`config.mk`:
```
export PLATFORM = sky130hd
export DESIGN_NAME = pawu_mux
export DESIGN_NICKNAME = d
export VERILOG_FILES = /design/src/rtl/pawu_pkg.sv /design/src/rtl/pawu_mux.sv
export SDC_FILE = /design/constraint.sdc
export NUM_CORES = 1
export LEC_CHECK = 0
export BUFFER_PORTS_ARGS = -buffer_cell sky130_fd_sc_hd__buf_4
export CORE_MARGIN = 1.5
export CORE_UTILIZATION = 30
export DETAILED_ROUTE_END_ITERATION = 6
export REMOVE_ABC_BUFFERS = 1
export SYNTH_ARGS = -nofsm -noshare
export SYNTH_HDL_FRONTEND = slang
export SYNTH_SLANG_ARGS = --single-unit
```
`constraint.sdc`:
```
create_clock -name sys_clk -period 1.1 [get_ports sys_clk]
set_clock_uncertainty 0.05 [all_clocks]
set_input_delay 0.22 -clock sys_clk [delete_from_list [all_inputs] [get_ports sys_clk]]
set_output_delay 0.22 -clock sys_clk [all_outputs]
set_load 0.01 [all_outputs]
```
`src/rtl/pawu_pkg.sv`:
```
// Constants and types for the port A pin multiplexer and resume logic.
// Operation
// - Pin A0 is plain I/O or first external interrupt, per alt config bit 0.
// - Pin A1 is plain I/O or second external interrupt, per alt config bit 1.
// - First interrupt input active low; edge when trigger bit is 1, else level.
// - Second interrupt input active low; edge when trigger bit is 1, else level.
// - Asserted resume pin while suspended restarts oscillator and interrupts CPU.
// - Suspend is blocked while the resume pin is held asserted.
// - Resume pin polarity comes from bit 4 of the resume control register.
// - Pin A3 role chosen by resume control bit 7 and output enable bit 3.
// - Secondary resume enabled by control bit 1; polarity from control bit 4.
// - Enabled secondary resume transition while suspended restarts oscillator, interrupts CPU.
// - Enabled, asserted secondary resume level blocks entry to suspend.
// - Pin A2 is plain I/O or input-only FIFO output enable, polarity bit 4.
// - Two-bit interface field picks port, waveform master or slave FIFO mode.
package pawu_pkg;
    localparam int          ALT_IRQ0_BIT  = 0;
    localparam int          ALT_IRQ1_BIT  = 1;
    localparam int          WAKE_EN2_BIT  = 1;
    localparam int          WAKE_POL_BIT  = 4;
    localparam int          WAKE_PIN3_BIT = 7;
    localparam int          PIN_OE_POL_BIT = 4;
    localparam int          PIN_A3        = 3;
    localparam logic [1:0]  IFC_PORT      = 2'h0;
    localparam logic [1:0]  IFC_WAVE      = 2'h2;
    localparam logic [1:0]  IFC_SLAVE     = 2'h3;
    localparam logic [7:0]  CFG_RESET     = 8'h00;

    typedef struct packed {
        logic [5:0] pinMeta;
        logic [5:0] pinSync;
        logic       wakeMeta;
        logic       wakeSync;
        logic [1:0] irqPrev;
        logic       a3Prev;
        logic [5:0] pinOut;
        logic [5:0] pinOe;
        logic [5:0] portIn;
        logic [1:0] irqEvent;
        logic       fifoOe;
        logic [1:0] fifoSel;
        logic       oscRestart;
        logic       cpuWakeIrq;
        logic       suspendBlock;
    } pawu_state_t;
endpackage

```
`src/rtl/pawu_mux.sv`:
```
// Port A low-half pin multiplexer with external interrupts and resume inputs.
`timescale 1ns/100ps
`default_nettype none
module pawu_mux
    import pawu_pkg::*;
(
    input  wire logic       sys_clk,
    input  wire logic       reset_n,
    input  wire logic [5:0] portPinIn,
    output var  logic [5:0] portPinOut,
    output var  logic [5:0] portPinOe,
    input  wire logic [5:0] portDataOut,
    input  wire logic [5:0] portOeReg,
    output var  logic [5:0] portDataIn,
    input  wire logic [7:0] portAltCfg,
    input  wire logic [7:0] wakeCtrl,
    input  wire logic [7:0] fifoPinPolarity,
    input  wire logic [1:0] interfaceCfg,
    input  wire logic [1:0] extIrqTriggerType,
    input  wire logic       resumePin,
    input  wire logic       cpuSuspended,
    output var  logic [1:0] extIrqEvent,
    output var  logic       fifoSlaveOutputEnable,
    output var  logic [1:0] fifoSelect,
    output var  logic       oscRestart,
    output var  logic       cpuWakeIrq,
    output var  logic       suspendBlock
);
    pawu_state_t st;
    pawu_state_t next_st;

    function automatic logic slaveMode(input logic [1:0] cfg);
        return cfg == IFC_SLAVE;
    endfunction

    logic [1:0] irqAlt;
    logic [1:0] irqLow;
    logic       wakeAsserted;
    logic       a3Alt;
    logic       a3Asserted;
    logic       a3Edge;
    logic [5:0] inputOnly;

    always_comb begin
        next_st = st;
        next_st.pinMeta  = portPinIn;
        next_st.pinSync  = st.pinMeta;
        next_st.wakeMeta = resumePin;
        next_st.wakeSync = st.wakeMeta;
        irqAlt = {portAltCfg[ALT_IRQ1_BIT], portAltCfg[ALT_IRQ0_BIT]};
        irqLow = irqAlt & ~st.pinSync[1:0];
        for (int i = 0; i < 2; i++) begin
            // Edge mode fires once per falling edge; level mode while low.
            if (extIrqTriggerType[i]) begin
                next_st.irqEvent[i] = irqLow[i] & st.irqPrev[i];
            end else begin
                next_st.irqEvent[i] = irqLow[i];
            end
        end
        next_st.irqPrev = ~irqAlt | st.pinSync[1:0];
        wakeAsserted = st.wakeSync == wakeCtrl[WAKE_POL_BIT];
        a3Alt = wakeCtrl[WAKE_PIN3_BIT] & ~portOeReg[PIN_A3];
        a3Asserted = a3Alt & wakeCtrl[WAKE_EN2_BIT]
                   & (st.pinSync[PIN_A3] == wakeCtrl[WAKE_POL_BIT]);
        a3Edge = a3Alt & wakeCtrl[WAKE_EN2_BIT]
               & (st.pinSync[PIN_A3] != st.a3Prev);
        next_st.a3Prev = st.pinSync[PIN_A3];
        next_st.oscRestart = cpuSuspended & (wakeAsserted | a3Edge);
        next_st.cpuWakeIrq = cpuSuspended & (wakeAsserted | a3Edge);
        next_st.suspendBlock = wakeAsserted | a3Asserted;
        // Slave FIFO mode claims A2, A4 and A5 as inputs; other modes leave them.
        inputOnly = {slaveMode(interfaceCfg), slaveMode(interfaceCfg), 1'b0,
                     slaveMode(interfaceCfg), irqAlt};
        inputOnly[PIN_A3] = a3Alt;
        next_st.pinOe  = portOeReg & ~inputOnly;
        next_st.pinOut = portDataOut;
        next_st.portIn = st.pinSync;
        next_st.fifoOe = slaveMode(interfaceCfg)
                       & (st.pinSync[2] == fifoPinPolarity[PIN_OE_POL_BIT]);
        next_st.fifoSel = slaveMode(interfaceCfg) ? st.pinSync[5:4] : 2'h0;
    end

    always_ff @(posedge sys_clk) begin
        if (!reset_n) begin
            st <= '0;
            st.irqPrev <= 2'h3;
        end else begin
            st <= next_st;
        end
    end

    assign portPinOut            = st.pinOut;
    assign portPinOe             = st.pinOe;
    assign portDataIn            = st.portIn;
    assign extIrqEvent           = st.irqEvent;
    assign fifoSlaveOutputEnable = st.fifoOe;
    assign fifoSelect            = st.fifoSel;
    assign oscRestart            = st.oscRestart;
    assign cpuWakeIrq            = st.cpuWakeIrq;
    assign suspendBlock          = st.suspendBlock;
endmodule
`default_nettype wire

```
## Word level (Yosys, flattened, before mapping)

Cells that the tools add are included.

- Equal/unequal tests: 5
- Mux-type cells: 2
- Bitwise gates (word level): 17
- Reductions and logical operators: 1

Operators with widths:

| kind | count |
|---|---|
| bitwise AND 1 bit | 8 |
| bitwise AND 6 bit | 1 |
| NOT 6 bit | 1 |
| NOT 2 bit | 2 |
| equality test 1 bit | 3 |
| bitwise AND 2 bit | 1 |
| equality test 2 bit (second input constant) | 1 |
| 2-to-1 mux 1 bit | 2 |
| bitwise OR 1 bit | 2 |
| bitwise OR 2 bit | 1 |
| AND reduction 2 bit | 1 |
| != test 1 bit | 1 |
| NOT 1 bit | 1 |

- Register bits: 42
- Input port bits: 50
- Output and inout port bits: 26
- Logic and storage cells: 39

## Logic depth before layout (Yosys ltp)

Gate-level depths: netlist of the first run.

- Depth in word-level cells: 6
- Gate-level depth with buffers: 3
- Gate-level depth less buffers: 3

## Least setup slack after synthesis of the first run

OpenSTA, ideal clock, no wires.

- Path type: register -> register
- Start point: reg st, in the netlist next_st[11]
- End point: reg st, in the netlist cpuWakeIrq
- Setup time: 0.116 ns
- Data arrival time: 0.698 ns
- Required time: 0.934 ns
- Setup slack: 0.236 ns
- Cell stages (with the launch flop): 4
- Buffers on the path: 0
- Clock period less this slack: 0.864 ns
- Path through: dfxtp_1 > xnor2_1 > o22ai_1 > and3_1

- Longest elaborated chain between the ends: 4

RTL lines:

| element | line | RTL |
|---|---|---|
| start: declaration | pawu_mux.sv:29 | `pawu_state_t st;` |
| start signal: assignment | pawu_mux.sv:88 | `st <= next_st;` |
| != test 1 bit | pawu_mux.sv:66 | `& (st.pinSync[PIN_A3] != st.a3Prev);` |
| bitwise AND 1 bit | pawu_mux.sv:66 |  |
| bitwise OR 1 bit | pawu_mux.sv:69 | `next_st.cpuWakeIrq = cpuSuspended & (wakeAsserted \| a3Edge);` |
| bitwise AND 1 bit | pawu_mux.sv:69 |  |

Every way passes these cells.
A chain may end at the register's enable or synchronous reset.

## Worst setup path in the final report of the first run

- Start point: reg st, in the netlist portDataIn[3]
- End point: out portDataIn[3]

RTL lines:

| element | line | RTL |
|---|---|---|
| end: declaration | pawu_mux.sv:14 | `output var logic [5:0] portDataIn,` |

No word-level cell between the ends.

==> results of run 1 <==
metal layers:
metal / routed length [um] / vias to the layer above
met4: 33 / 0
met2: 1060 / 45
met5: 0 / -
met3: 203 / 4
li1: - / 422
met1: 886 / 377
power breakdown:
group	switching [mW]	total, mW	internal [mW]
Clock	0.436	0.933	0.497
Sequential	0.0186	1.57	1.55
Combinational	0.0867	0.242	0.155
flip-flops by register name, summed over array words and instances (netlist names), 2 cells and up:
register / count
portPinOe: 6
portDataIn: 6
portPinOut: 6
fifoSelect: 2
next_st: 13
st: 3
extIrqEvent: 2
cells in the final DEF (no fill, tap or decap), drive strengths merged:
cell | Yosys | layout
xnor2 | 1 | 1
clkbuf | 2 | 7
buf | 24 | 57
and3b | 2 | 2
o21ai | 2 | 2
nor2b | 4 | 4
o22ai | 1 | 1
and3 | 5 | 5
xor2 | 1 | 1
inv | 3 | 3
dfxtp | 41 | 41
and2 | 27 | 27
a21oi | 2 | 2
nor3b | 1 | 1
nand3b | 3 | 3
nand2 | 1 | 1
kinds of logic (layout without fill, tap and decap cells):
logic type	after synthesis	count (layout)	share of synthesized area (%)
flip-flops	41	41	60.9
AND/OR/NAND/NOR	43	43	21.0
XOR/XNOR	2	2	1.30
buffers and inverters	29	67	14.9
AO/OA/AOI/OAI	5	5	1.95
layout make-up:
cell class              instances  area [um2]
well taps                      52        65.1
repair buffers                 57         428
clock buffers                   7        86.3
inverters                       3        11.3
flip-flops and latches         41         821
fillers                       429        2620
multi-input cells              50         327
final timing paths:
path | slack, ps | to | depth (start not counted) | startpoint
worst max-delay path | 80 | portDataIn[3] | 1 | portDataIn[3]
worst min-delay path | 60 | extIrqEvent[0] | 2 | extIrqTriggerType[0]
worst max register to register | 160 | suspendBlock | 3 | st[29]
worst min register to register | 380 | extIrqEvent[0] | 2 | st[27]
metrics by stage:
step                      cells  area [um2]
after floorplan              94        1160
after global placement      203        1650
after detailed placement    203        1650
after CTS                   210        1740
after global routing        210        1740
final                       210        1740
==> out/results.ini, run 1 <==
[critical_path]
worstPathRequired_ps=830
path_max_fanout=2
crit_path_end_kind=primary output
worst-setup-path-type=reg2out
start_kind=flip-flop
crit_buf_inv=1
crit_slowest_cell=dfxtp_1
arrival_ps=750
path_cells=buf_4
cp_top_family=flip-flops
cpPeakStageDelay_ps=350

[clock_tree]
cts_setup_buffers=0
root_buffer=clkbuf_8
path_clk_slew_ps=70
clock_latency_ps=280
clkSinkCount=41
ctsResizeCount=0
ctsHoldBuffers=0
cts_buffer_depth=2
cts_tree=done
cts_buffers=5
htree_levels=2

[routing]
drtIter0Drc=33
totalWireLength_mm=2.18
vias_per_cell=4.04
drcViolationCount=0
drt_first_pass_iters=2
drtAntennaViolNets=0
vias=848
wl_per_cell_um=10.4

[pwr]
power.leakage_nw=0.833
irDropWorstVdd_mv=0.508
finalPower_mw=2.74
power.density_mw_per_mm2=1580

[logic_synthesis]
synth_top_area_share_pct=60.9
ys.warnings.count=0
ys_async_sr_fraction_pct=0
yosysSeqAreaShare_pct=60.9
syn_inst=120
synth_cell_types=17
synth_most_common_cell=dfxtp_1
synth_edf_count=0
synth-main-ff-cell=dfxtp_1
ys_top_cells_by_count=dfxtp_1, and2_1, buf_4, and3_1, nor2b_1
synth.top_cells.by_area=dfxtp_1, buf_4, and2_1
syn_area_per_cell_um2=11.2
syn_area_mm2=0.00135
yosys.area.top_type=dfxtp_1
ys_ff_latch=41

[timing]
report.final.slew_viol_count=0
clock.fmax_ghz=0.977
rsz0062_at_grt=false
fin_tns_setup_ps=0
fin_crit_ps=1020
layout_setup_ws_ps=76.8
hold_ws_ps=63.8
worst_pin_slew_ps=281
period_share_pct=93.0
setup_viol=0
slew_headroom_pct=81.3
finalHoldViolCount=0

[placement]
hpwl_mm=1.61
port_buffers=57
gp_congestion=0.779
pre_cts_slack_ps=146

[global_routing]
grt_pass1_vias=858
gr-total-overflow=0
grt_use_total_pct=9.39
grt_pass1_wl_mm=3.56
use_met2_pct=15.7
grt_max_degree=38
antenna_found_initial=0
met1_usage_pct=9.59
grt.busiest_layer=met2
met3_usage_pct=5.05

[finish]
nets=208
fin_util_pct=39.9
drive_gt1_share_pct=41.1
syn_to_final_growth_pct=28.8
diodes=0

[floorplan]
start_util_pct=31.0
ios=76
die_h_um=70.1
die_area_mm2=0.00491
die_width_um=70.1
rows=24
core_mm2=0.00435

[status]
status=finished clean

[min_path]
worst_hold_path_type=in2reg

[run]
max_cap_viol_count=0

(Power assumes the default switching activity.)
==> inputs of run 2 (changes only) <==
--- a/config.mk
+++ b/config.mk
@@ -6,7 +6,7 @@
 export NUM_CORES = 1
 export LEC_CHECK = 0
 export BUFFER_PORTS_ARGS = -buffer_cell sky130_fd_sc_hd__buf_4
-export CORE_MARGIN = 1.5
+export CORE_MARGIN = 3
 export CORE_UTILIZATION = 30
 export DETAILED_ROUTE_END_ITERATION = 6
 export REMOVE_ABC_BUFFERS = 1
==> out/results.ini, run 2 (synthesis results as in run 1) <==
[pwr]
p_int_mw=2.61
combPwrFrac_pct=7.6
power_frac_clock_pct=43.4
irDropWorstVdd_mv=1.14
power.density_mw_per_mm2=1800
power.leakage_nw=0.857
swShare_pct=18.6
pwr-share-seq_pct=49.0
power.switching_uw=594

[finish]
mostFrequentLayoutCell=buf_4
final_area_mm2=0.00178
largest_register_ffs=13
nets=208
syn_to_final_growth_pct=32.2
fillers=402
multi_input_area_um2=327
register_area_um2=821
diodes=0
drive_gt1_share_pct=42.1
final_cell_mix=buf_4, dfxtp_1, and2_1

[placement]
port_buffers=57
hpwl_mm=1.68
gp_congestion=0.661
pre_cts_slack_ps=147
place_area_mm2=0.00165

[min_path]
worst_hold_path_type=in2reg
min_path_cells=2

[timing]
layout_setup_ws_ps=69.3
slew_headroom_pct=82.2
rsz0062_at_grt=false
fin_crit_ps=1030
setup_viol=0
finalHoldViolCount=0
clock.fmax_ghz=0.970
worst_pin_slew_ps=267
report.final.slew_viol_count=0
period_share_pct=93.7
fin_tns_setup_ps=0

[routing]
vias=858
drcViolationCount=0
wl_per_cell_um=10.7
drtIter0Drc=26
drtAntennaViolNets=0
vias_per_cell=4.11
drt_first_pass_iters=4
totalWireLength_mm=2.24

[clock_tree]
ctsResizeCount=0
ctsHoldBuffers=0
root_buffer=clkbuf_8
clkSinkCount=41
path_clk_slew_ps=80
cts_buffer_depth=2
cts_tree=done
clock_latency_ps=280
cts_setup_buffers=0
cts_buffers=5
htree_levels=2

[critical_path]
reg2reg_depth=3
path_cells=buf_4
worst-setup-path-type=reg2out
worstPathRequired_ps=830
crit_slowest_cell=dfxtp_1
crit_buf_inv=1
cp_top_family=flip-flops
path_max_fanout=2
start_kind=flip-flop
path_depth=1
cpPeakStageDelay_ps=350
crit_path_end_kind=primary output
arrival_ps=760

[global_routing]
gr-total-overflow=0
antenna_found_initial=0
grt_pass1_wl_mm=3.62
grt_max_degree=38
grt_use_total_pct=9.02
grt_pass1_vias=851

[floorplan]
die_h_um=73.1
rows=23
die_area_mm2=0.00534
core_mm2=0.00417
start_util_pct=32.3
ios=76
die_width_um=73.1

[run]
max_cap_viol_count=0

[status]
status=finished clean

[run 2: through the flow]
step / instances / power [mW] / hold WS, ps / utilization, %
4_1_cts: 209 / 3.26 / 36.7 / 42.7
6_report: 209 / 3.20 / 48.7 / 42.7
5_1_grt: 209 / 3.35 / 39.7 / 42.7
3_5_place_dp: 201 / 1.85 / 353 / 39.5
3_3_place_gp: 201 / 1.84 / 351 / 39.5
2_1_floorplan: 94 / 1.68 / 263 / -
[run 2: layout make-up]
cell class,instances,share of cell area (%)
sequential,41,46.0
clock buffer,5,3.86
timing repair buffer,57,24.0
tap,50,3.51
multi-input combinational,50,18.3
clock inverter,3,3.65
inverter,3,0.632
[run 2: path summary, 6_finish.rpt]
path,end,startpoint,slack (ps)
setup / recovery,portDataIn[3],portDataIn[3],70
hold / removal,extIrqEvent[0],extIrqTriggerType[0],50
setup reg to reg,cpuWakeIrq,next_st[11],180
hold reg to reg,extIrqEvent[0],st[27],380
[run 2: layer usage]
| metal | share of wire, % | GRT usage [%] | vias up |
|---|---|---|---|
| li1 | - | - | 425 |
| met1 | 36 | 8.46 | 382 |
| met2 | 49 | 15.7 | 46 |
| met3 | 13 | 4.68 | 5 |
| met4 | 1.6 | 4.92 | 0 |
| met5 | 0 | 0 | - |
[run 2: power groups by stage]
stage | clock network (mW) | logic [mW] | registers, mW
floorplan | 0 | 0.0579 | 1.62
CTS | 1.45 | 0.247 | 1.57
global placement | 0 | 0.240 | 1.60
finish | 1.39 | 0.242 | 1.57
detailed placement | 0 | 0.247 | 1.60
global route | 1.51 | 0.268 | 1.58
